[config.mk]
export PLATFORM = sky130hd
export DESIGN_NAME = adcro_readout
export DESIGN_NICKNAME = d
export VERILOG_FILES = /design/src/common/adcro_pkg.sv /design/src/logic/adcro_sync.sv /design/src/logic/adcro_readout.sv
export SDC_FILE = /design/constraint.sdc
export NUM_CORES = 1
export LEC_CHECK = 0
export BUFFER_PORTS_ARGS = -buffer_cell sky130_fd_sc_hd__buf_4
export CORE_AREA = 2 2 103 105
export DETAILED_ROUTE_END_ITERATION = 10
export DIE_AREA = 0 0 105 107
export HOLD_SLACK_MARGIN = 0.08
export PLACE_DENSITY = 0.74
export SLEW_MARGIN = 25
export SYNTH_ARGS = -nofsm -noshare
export SYNTH_HDL_FRONTEND = slang
export SYNTH_SLANG_ARGS = --single-unit
[constraint.sdc]
create_clock -name mclk -period 2.3 [get_ports mclk]
set_clock_uncertainty 0.15 [all_clocks]
set_input_delay 0.575 -clock mclk [delete_from_list [all_inputs] [get_ports mclk]]
set_output_delay 0.575 -clock mclk [all_outputs]
set_load 0.05 [all_outputs]
[src/common/adcro_pkg.sv]
// constants for the serial readout port of the two-channel converter
// assumes a single 250 MHz clock mclk; all counts are in mclk cycles
package adcro_pkg;

  // ==========================================================
  // clock and time base
  localparam int CLK_PERIOD_NS = 4;
  localparam int CLK_PERIOD_PS = 4_000;
  // crystal period, as printed 30.5176 us, held in ps
  localparam int XTAL_PERIOD_PS = 30_517_600;
  // conversion period, as printed 50.54 ms (19.79 Hz), held in ns
  localparam int CONV_PERIOD_NS = 50_540_000;

  // ==========================================================
  // derived cycle counts
  // one conversion period, longest time so rounded down
  localparam int CONV_CYC = CONV_PERIOD_NS / CLK_PERIOD_NS;
  // half a crystal period, generated clock high and low phases
  localparam int HALF_XTAL_CYC = XTAL_PERIOD_PS / (2 * CLK_PERIOD_PS);
  // data-low to first active edge, least t1/2 rounded up
  localparam int FIRST_EDGE_MIN_CYC = (XTAL_PERIOD_PS / 2 + CLK_PERIOD_PS - 1) / CLK_PERIOD_PS;
  // data-low to first active edge, most 3*t1/2 rounded down
  localparam int FIRST_EDGE_MAX_CYC = (3 * XTAL_PERIOD_PS / 2) / CLK_PERIOD_PS;
  // chosen delay: one crystal period, midway in the window
  localparam int FIRST_EDGE_CYC = XTAL_PERIOD_PS / CLK_PERIOD_PS;

  // ==========================================================
  // frame layout and reset values
  localparam int RESULT_BITS = 24;
  localparam int PIN_SYNC_W = 4;
  localparam int PIN_CS = 0;
  localparam int PIN_SCLK = 1;
  localparam int PIN_MODE = 2;
  localparam int PIN_CHAN = 3;
  localparam logic [3:0] PIN_RESET = 4'h000F;
  // strap read only once four filter stages hold the pin, not their reset level
  localparam logic [2:0] MODE_CAPTURE_AT = 3'h5;
  localparam logic [13:0] TMR_ZERO = 14'h0000;

endpackage : adcro_pkg

[src/logic/adcro_sync.sv]
// three-stage pin synchroniser with agreement filter
// assumes asynchronous pin inputs; output moves when stages two and three agree
module adcro_sync #(
  parameter int W = 4,
  parameter logic [W-1:0] INIT = '1
) (
  // clock and reset
  input wire logic mclk,
  input wire logic nrst,
  // pins and filtered levels
  input wire logic [W-1:0] pin_raw,
  output logic [W-1:0] pin_filt
);

  // ==========================================================
  // stages
  logic [W-1:0] s1_q;
  logic [W-1:0] s2_q;
  logic [W-1:0] s3_q;
  logic [W-1:0] filt_q;
  logic [W-1:0] filt_d;

  // stage one feeds stage two only; the filter looks at two and three
  assign filt_d = (s2_q & s3_q) | (filt_q & (s2_q ^ s3_q)) | (filt_q & s2_q & s3_q);

  // chain of flops, all reset to the idle pin level
  always_ff @(posedge mclk or negedge nrst) begin
    if (!nrst) begin
      s1_q <= INIT;
      s2_q <= INIT;
      s3_q <= INIT;
      filt_q <= INIT;
    end else begin
      s1_q <= pin_raw;
      s2_q <= s1_q;
      s3_q <= s2_q;
      filt_q <= filt_d;
    end
  end

  assign pin_filt = filt_q;

endmodule : adcro_sync

[src/logic/adcro_readout.sv]
// serial readout port: conversion timer, result latch, 24-bit shifter,
// and the optional master clock generator
// assumes the analog front end presents a settled sample on mclk
// and that chip select, serial clock and strap pins are asynchronous
// Notes on behaviour
// - a new result is latched once per fixed conversion period
// - data pin is driven only while chip select is low
// - chip select high releases the data pin to high impedance
// - falling serial clock is active; data changes after each falling edge
// - after the last clock returns high, data goes high: nothing unread
// - strap low means external clock, strap high means device makes the clock
// - master: first falling edge between half and one and a half crystal periods
module adcro_readout
  import adcro_pkg::*;
#(
  parameter int DATA_W = adcro_pkg::RESULT_BITS,
  parameter int CONV_CYCLES = adcro_pkg::CONV_CYC,
  parameter int FIRST_EDGE_CYCLES = adcro_pkg::FIRST_EDGE_CYC
) (
  // clock and reset
  input wire logic mclk,
  input wire logic nrst,
  // front end side
  input wire logic [DATA_W-1:0] sample_data,
  output logic conv_done,
  output logic channel_sel,
  // strap and channel pins
  input wire logic mode_pin,
  input wire logic channel_select_pin,
  // serial port pins
  input wire logic cs_n,
  input wire logic sclk_in,
  output logic sclk_out,
  output logic sclk_oe,
  output logic dout,
  output logic dout_oe
);

  import adcro_pkg::*;

  typedef enum logic [1:0] {M_IDLE, M_WAIT, M_LOW, M_HIGH} adcro_mstate_t;

  localparam int CNT_W = $clog2(CONV_CYCLES);
  localparam int BIT_W = $clog2(DATA_W + 1);

  // ==========================================================
  // pin synchronisers
  logic [PIN_SYNC_W-1:0] pins_s;
  logic cs_n_s;
  logic sclk_s;

  adcro_sync #(
    .W(PIN_SYNC_W),
    .INIT(PIN_RESET)
  ) u_sync (
    .mclk(mclk),
    .nrst(nrst),
    .pin_raw({channel_select_pin, mode_pin, sclk_in, cs_n}),
    .pin_filt(pins_s)
  );

  assign cs_n_s = pins_s[PIN_CS];
  assign sclk_s = pins_s[PIN_SCLK];

  // ==========================================================
  // mode strap, taken once after reset release
  logic [2:0] cap_cnt_q;
  logic master_q;
  logic chan_q;

  // strap caught only after the synchroniser has filled
  always_ff @(posedge mclk or negedge nrst) begin
    if (!nrst) begin
      cap_cnt_q <= 3'h0;
      master_q <= 1'b0;
    end else if (cap_cnt_q != MODE_CAPTURE_AT) begin
      cap_cnt_q <= cap_cnt_q + 3'h1;
      if (cap_cnt_q == MODE_CAPTURE_AT - 3'h1) begin
        master_q <= pins_s[PIN_MODE];
      end
    end
  end

  // channel choice passed to the front end, registered
  always_ff @(posedge mclk or negedge nrst) begin
    if (!nrst) chan_q <= 1'b0;
    else chan_q <= pins_s[PIN_CHAN];
  end

  // ==========================================================
  // conversion timer and result latch
  logic [CNT_W-1:0] conv_cnt_q;
  logic conv_tick;
  logic conv_done_q;
  logic [DATA_W-1:0] result_q;

  assign conv_tick = (conv_cnt_q == CNT_W'(CONV_CYCLES - 1));

  // free-running period, independent of reads
  always_ff @(posedge mclk or negedge nrst) begin
    if (!nrst) begin
      conv_cnt_q <= '0;
      conv_done_q <= 1'b0;
      result_q <= '0;
    end else begin
      conv_cnt_q <= conv_tick ? '0 : conv_cnt_q + CNT_W'(1);
      conv_done_q <= conv_tick;
      if (conv_tick) result_q <= sample_data;
    end
  end

  // ==========================================================
  // serial clock edges, from the pin or from the generator
  adcro_mstate_t fsm_q;
  adcro_mstate_t fsm_d;
  logic [13:0] tmr_q;
  logic tmr_done;
  logic sclk_q;
  logic sclk_prev_q;
  logic s_fall;
  logic s_rise;
  logic m_fall;
  logic m_rise;
  logic fall_ev;
  logic rise_ev;
  logic [BIT_W-1:0] bit_cnt_q;
  logic ready_q;
  logic dout_q;
  logic reading;
  logic done;

  assign reading = (bit_cnt_q != '0);
  assign s_fall = sclk_prev_q & ~sclk_s;
  assign s_rise = ~sclk_prev_q & sclk_s;
  assign tmr_done = (fsm_q == M_WAIT) ? (tmr_q == 14'(FIRST_EDGE_CYCLES - 1))
                                      : (tmr_q == 14'(HALF_XTAL_CYC - 1));
  assign m_fall = tmr_done && ((fsm_q == M_WAIT) || ((fsm_q == M_HIGH) && reading));
  assign m_rise = tmr_done && (fsm_q == M_LOW);
  // slave edges ignored in master mode and vice versa
  assign fall_ev = !cs_n_s && (master_q ? m_fall : s_fall);
  assign rise_ev = !cs_n_s && (master_q ? m_rise : s_rise);
  assign done = rise_ev && (bit_cnt_q == BIT_W'(DATA_W));

  // previous filtered pin level for edge detection
  always_ff @(posedge mclk or negedge nrst) begin
    if (!nrst) sclk_prev_q <= 1'b1;
    else sclk_prev_q <= sclk_s;
  end

  // generator: wait after data-low, then 24 full clock periods
  always_comb begin
    fsm_d = fsm_q;
    unique case (fsm_q)
      M_IDLE: if (master_q && !cs_n_s && ready_q && !reading && !dout_q) fsm_d = M_WAIT;
      M_WAIT: if (m_fall) fsm_d = M_LOW;
      M_LOW: if (m_rise) fsm_d = M_HIGH;
      M_HIGH: if (tmr_done) fsm_d = reading ? M_LOW : M_IDLE;
    endcase
    if (cs_n_s) fsm_d = M_IDLE;
  end

  // generator state, timer and clock level
  always_ff @(posedge mclk or negedge nrst) begin
    if (!nrst) begin
      fsm_q <= M_IDLE;
      tmr_q <= TMR_ZERO;
      sclk_q <= 1'b1;
    end else begin
      fsm_q <= fsm_d;
      tmr_q <= (fsm_d != fsm_q || tmr_done) ? TMR_ZERO : tmr_q + 14'h0001;
      sclk_q <= (fsm_d != M_LOW);
    end
  end

  // ==========================================================
  // shifter and data pin
  logic [DATA_W-1:0] shift_q;
  logic send_bit;
  logic take_bit;
  logic ready_d;
  logic dout_d;
  logic dout_oe_q;

  // first active edge loads the latched result, msb goes out first
  assign take_bit = fall_ev && ready_q && (bit_cnt_q < BIT_W'(DATA_W));
  assign send_bit = reading ? shift_q[DATA_W-1] : result_q[DATA_W-1];
  // a new result arriving as the read ends keeps the flag set
  assign ready_d = conv_tick | (ready_q & ~done);

  // data pin level: low while a result waits, bits while reading
  assign dout_d = cs_n_s ? 1'b1 :
                  take_bit ? send_bit :
                  done ? 1'b1 :
                  reading ? dout_q : ~ready_q;

  // bit counter, shifter and ready flag
  always_ff @(posedge mclk or negedge nrst) begin
    if (!nrst) begin
      bit_cnt_q <= '0;
      shift_q <= '0;
      ready_q <= 1'b0;
    end else begin
      ready_q <= ready_d;
      if (cs_n_s || done) begin
        bit_cnt_q <= '0; // an aborted read leaves the result waiting
      end else if (take_bit) begin
        bit_cnt_q <= bit_cnt_q + BIT_W'(1);
        shift_q <= reading ? {shift_q[DATA_W-2:0], 1'b0} : {result_q[DATA_W-2:0], 1'b0};
      end
    end
  end

  // pin drivers registered
  always_ff @(posedge mclk or negedge nrst) begin
    if (!nrst) begin
      dout_q <= 1'b1;
      dout_oe_q <= 1'b0;
    end else begin
      dout_q <= dout_d;
      dout_oe_q <= !cs_n_s;
    end
  end

  assign dout = dout_q;
  assign dout_oe = dout_oe_q;
  assign sclk_out = sclk_q;
  assign sclk_oe = master_q;
  assign conv_done = conv_done_q;
  assign channel_sel = chan_q;

  // ==========================================================
  // checks
  logic [13:0] low_wait_q;

  // cycles since the data pin fell, before the first generated edge
  always_ff @(posedge mclk or negedge nrst) begin
    if (!nrst) low_wait_q <= TMR_ZERO;
    else if (dout_q || reading) low_wait_q <= TMR_ZERO;
    else if (low_wait_q != 14'h3FFF) low_wait_q <= low_wait_q + 14'h0001;
  end

  a_conv_latch: assert property (@(posedge mclk) disable iff (!nrst)
    conv_tick |=> ready_q && (result_q == $past(sample_data)) && conv_done)
    else $error("result not latched at end of conversion");

  a_drive_after_cs: assert property (@(posedge mclk) disable iff (!nrst)
    $rose(dout_oe) |-> $past(!cs_n_s))
    else $error("data pin driven without chip select");

  a_release_on_cs: assert property (@(posedge mclk) disable iff (!nrst)
    cs_n_s |=> !dout_oe && !reading)
    else $error("data pin not released after chip select high");

  a_bit_on_fall: assert property (@(posedge mclk) disable iff (!nrst)
    take_bit |=> dout == $past(send_bit))
    else $error("data not updated after active edge");

  a_high_after_read: assert property (@(posedge mclk) disable iff (!nrst)
    (done && !cs_n_s) |=> dout && !reading ##1
      ($past(cs_n_s) || $past(take_bit) || (dout == !$past(ready_q))))
    else $error("data pin not high after last clock");

  a_mode_drive: assert property (@(posedge mclk) disable iff (!nrst)
    !master_q |-> !sclk_oe && (fsm_q == M_IDLE))
    else $error("clock driven in slave mode");

  a_first_edge: assert property (@(posedge mclk) disable iff (!nrst)
    (m_fall && fsm_q == M_WAIT && !cs_n_s) |->
      (low_wait_q >= 14'(FIRST_EDGE_MIN_CYC - 1)) && (low_wait_q <= 14'(FIRST_EDGE_MAX_CYC - 1)))
    else $error("first generated edge outside window");

  a_msb_first: assert property (@(posedge mclk) disable iff (!nrst)
    (take_bit && !reading) |=> (dout == $past(result_q[DATA_W-1])) && (bit_cnt_q == BIT_W'(1)))
    else $error("read did not start with msb");

  a_bit_bound: assert property (@(posedge mclk) disable iff (!nrst)
    bit_cnt_q <= BIT_W'(DATA_W))
    else $error("more than a full word shifted");

endmodule : adcro_readout

==> results.txt <==
----------------------------------------------------
[Run status]
  Status ... complete, but fails checks
  Failing checks ... negative setup slack

[Worst setup path]
  Origin of the critical flop-to-flop path ... bit_cnt_q[1]
  Startpoint kind of the worst setup timing path ... flop
  Worst Path Max Fanout ... 8
  Internal reg-to-reg setup slack ... -60 ps
  CP required ... 2610 ps
  Crit end category ... flop
  Depth of the worst register-to-register path ... 10
  Capturing point of the worst reg2reg path ... shift_q[11]
  Data arrival at the endpoint of the critical path ... 2670 ps
  Path type of the worst setup path ... flop to flop

[Min path]
  Startpoint of the lowest-slack hold path ... sample_data[3]
  Terminating pin of the worst hold path ... result_q[3]
  Class of the tightest hold or removal check ... input port to flop
  Number of cells on the worst hold path ... 2

[Drt]
  Remaining design rule violation count ... 0
  Residual antenna-violating net count after detailed routing ... 0
  Detailed-route via count ... 3897
  Final routed wire length divided by cell count ... 16.3 um
  Drt first-iter violations ... 268
  Total wire length ... 11.6 mm
  Post-DR vias/cell ... 5.47
  Number of detailed-route iterations in the first pass ... 4

[Clock network]
  Num CTS Buffers ... 17
  Clock Path Buffers ... 2
  Clock tree from TritonCTS ... yes
  Clock-pin slew reported for the worst setup and hold paths after clock tree synthesis ... 60 ps
  Clock sink count ... 119
  H-Tree Level Count ... 4
  Skew-Pair Late Insertion Delay ... 530 ps
  Clock Tree Root ... sky130_fd_sc_hd__clkbuf_8

[Yosys]
  Count of flip-flops with a built-in enable after synthesis ... 0
  Netlist area before placement ... 0.00534 mm^2
  Top cell type by total area after synthesis ... sky130_fd_sc_hd__dfrtp_1
  Count of different cell masters after synthesis ... 49
  Library cell with the highest instance count after synthesis ... sky130_fd_sc_hd__dfrtp_1
  Syn_nets ... 507
  Number of synthesis warnings ... 0
  Most frequently used flop master after synthesis ... sky130_fd_sc_hd__dfrtp_1
  Flops & latches, synth ... 119
  Proportion of register bits with asynchronous set or reset after synthesis ... 100%
  Sequential area share after synthesis ... 56.2%
  Main area contributors after synthesis ... sky130_fd_sc_hd__dfrtp_1 (47%), sky130_fd_sc_hd__dfstp_2 (9.3%), sky130_fd_sc_hd__mux2_2 (5.3%)
  Commonest cells post-synth ... sky130_fd_sc_hd__dfrtp_1 (100), sky130_fd_sc_hd__nand3_1 (44), sky130_fd_sc_hd__nor2_1 (39)
  Average footprint of a synthesized cell ... 11.5 um^2
  Synthesized instance count ... 466
  Portion of synthesized cell area occupied by the leading cell type ... 46.8%

[Global routing]
  Initial antenna violation count ... 0
  Total congestion overflow after global routing ... 0
  Pin count of the biggest net entering global routing ... 45
  Total routing resource utilization after global routing ... 20.9%
  Wire length of the first global-routing pass ... 18.3 mm
  Vias in the first global route ... 3891

[Die]
  Die footprint ... 0.0112 mm^2
  Number of ports placed on the die boundary ... 36
  Chip height ... 107 um
  Area of the placeable core ... 0.0101 mm^2
  Cell Rows ... 37
  Starting density of the core ... 52.9%
  Width of the die ... 105 um

[STA]
  Measured slew at the worst slew-check pin ... 584 ps
  Final-layout setup total negative slack ... -257 ps
  Smallest setup slack after layout ... -60.7 ps
  RSZ-0062 raised after global routing ... true
  Final Hold Vio Count ... 0
  Number of pins exceeding their max-slew limit in the final report ... 0
  Final period util ... 103%
  Minimum clock period after layout ... 2360 ps
  Maximum frequency from static timing analysis ... 0.424 GHz
  Setup-failing EPs final ... 10
  Slew Limit Headroom ... 61.0%

[Placement]
  Post-place instance area ... 0.00606 mm^2
  Worst slack after detailed placement ... -68.8 ps
  Global placer's final weighted congestion ... 0.848
  DP Wirelength ... 7.13 mm
  IO Port Bufs ... 35

[Power and ir drop]
  Leakage Power ... 0.00332 uW
  Power per standard cell area ... 679 mW/mm^2
  PnR Total Power ... 4760 uW
  VDD IR max ... 0.000602 V

[Cells and area]
  Post-route standard cell area excluding fillers ... 0.00700 mm^2
  Final antenna diode count ... 0
  Final net count ... 605
  Layout Utilization ... 69.4%
  Fraction of layout instances using a drive strength above 1 ... 34.3%
  P&R area growth vs syn ... 31.1%

[Run]
  Max-Cap Viols ... 0

----------------------------------------------------
==> layout make-up <==
| type | instances | area [um^2] |
|---|---|---|
| flip-flops and latches | 119 | 3000 |
| clock buffers | 28 | 495 |
| repair buffers | 97 | 876 |
| clock inverters | 4 | 45.0 |
| well taps | 136 | 170 |
| fillers | 706 | 3090 |
| inverters | 13 | 48.8 |
| multi-input cells | 316 | 2370 |
==> registers in the layout (all words and copies together), names as in the netlist <==
name             cells
conv_cnt_q          24
result_q            24
shift_q             23
tmr_q               14
bit_cnt_q            5
u_sync.pin_filt      4
u_sync.s1_q          4
u_sync.s2_q          4
u_sync.s3_q          4
cap_cnt_q            3
fsm_q                2
channel_sel          1
conv_done            1
dout                 1
dout_oe              1
ready_q              1
sclk_oe              1
sclk_out             1
sclk_prev_q          1
==> layout by cell type, fill, tap and decap left out, types with 3 or more instances in the layout <==
cell type                         n
sky130_fd_sc_hd__dfrtp_1        100
sky130_fd_sc_hd__buf_4           81
sky130_fd_sc_hd__nor2_1          39
sky130_fd_sc_hd__nand3_1         36
sky130_fd_sc_hd__mux2_2          25
sky130_fd_sc_hd__mux2i_1         23
sky130_fd_sc_hd__nand2_1         20
sky130_fd_sc_hd__o21ai_1         20
sky130_fd_sc_hd__clkbuf_16       19
sky130_fd_sc_hd__dfstp_2         19
sky130_fd_sc_hd__xnor2_1         18
sky130_fd_sc_hd__nand4_1         15
sky130_fd_sc_hd__xor2_1          15
sky130_fd_sc_hd__inv_1           11
sky130_fd_sc_hd__ha_1            10
sky130_fd_sc_hd__o21ai_2          8
sky130_fd_sc_hd__a21o_1           7
sky130_fd_sc_hd__nor2b_1          7
sky130_fd_sc_hd__o21ai_0          7
sky130_fd_sc_hd__nand3_2          7
sky130_fd_sc_hd__clkbuf_1         7
sky130_fd_sc_hd__buf_12           6
sky130_fd_sc_hd__a21oi_1          5
sky130_fd_sc_hd__clkbuf_8         5
sky130_fd_sc_hd__dlygate4sd3_1    5
sky130_fd_sc_hd__nor3_1           4
sky130_fd_sc_hd__and3_1           3
sky130_fd_sc_hd__and2_1           3
sky130_fd_sc_hd__and4_1           3
sky130_fd_sc_hd__clkinv_2         3
==> power breakdown <==
part / internal, uW / total, uW / switching [uW] / leakage [uW]
sequential: 2140 / 2160 / 20.8 / 0.00155
combinational: 74.5 / 176 / 101 / 0.00150
clock: 1540 / 2420 / 877 / 0.000267
==> critical path: stages, from the launching register on <==
cell	delay (ps)
sky130_fd_sc_hd__dfrtp_1	400
sky130_fd_sc_hd__inv_2	90
sky130_fd_sc_hd__ha_4	140
sky130_fd_sc_hd__or4b_4	460
sky130_fd_sc_hd__o2111ai_2	190
sky130_fd_sc_hd__buf_4	140
sky130_fd_sc_hd__a2111o_1	230
sky130_fd_sc_hd__buf_12	170
sky130_fd_sc_hd__clkbuf_16	140
sky130_fd_sc_hd__nand3_1	80
sky130_fd_sc_hd__o21ai_1	90
==> worst max-delay path by stage <==
stage / slack, ps / start / to
2_1_floorplan: 80 / bit_cnt_q[0] / dout
5_1_grt: -140 / bit_cnt_q[1] / shift_q[11]
3_3_place_gp: 50 / tmr_q[4] / bit_cnt_q[2]
3_5_place_dp: -70 / bit_cnt_q[0] / bit_cnt_q[2]
6_report: -60 / bit_cnt_q[1] / shift_q[11]
4_1_cts: -10 / bit_cnt_q[0] / shift_q[5]
==> logic make-up (layout without fill, tap and decap cells) <==
| group | count (synthesis) | in the layout | synth area share [%] |
|---|---|---|---|
| simple gates | 161 | 161 | 15.8 |
| mux | 48 | 48 | 9.58 |
| compound gates | 63 | 63 | 7.50 |
| buf+inv | 31 | 142 | 2.93 |
| flops | 119 | 119 | 56.2 |
| fa+ha+maj | 11 | 11 | 2.58 |
| xor+xnor | 33 | 33 | 5.41 |
==> metrics by stage <==
step / hold WS [ps] / instances
2_1_floorplan: 129 / 466
3_3_place_gp: 196 / 662
3_5_place_dp: 198 / 662
4_1_cts: 106 / 703
5_1_grt: 111 / 713
6_report: 119 / 713
==> layer usage <==
metal / vias up / GRT usage [%] / share of wire (%)
met5: - / 0 / 0
met3: 12 / 6.02 / 3.9
li1: 1860 / - / -
met4: 0 / 9.14 / 1.4
met2: 79 / 34.1 / 52
met1: 1946 / 26.0 / 43
==> repair_timing <==
item	CTS	global route
hold buffers	5	0
pin swaps	2	10
cloned	0	3
setup endpoints to repair	6	55
resized for setup	9	38
buffers inserted	4	7
hold endpoints to repair	25	0
No activity file was read; power rests on OpenSTA's default activity.
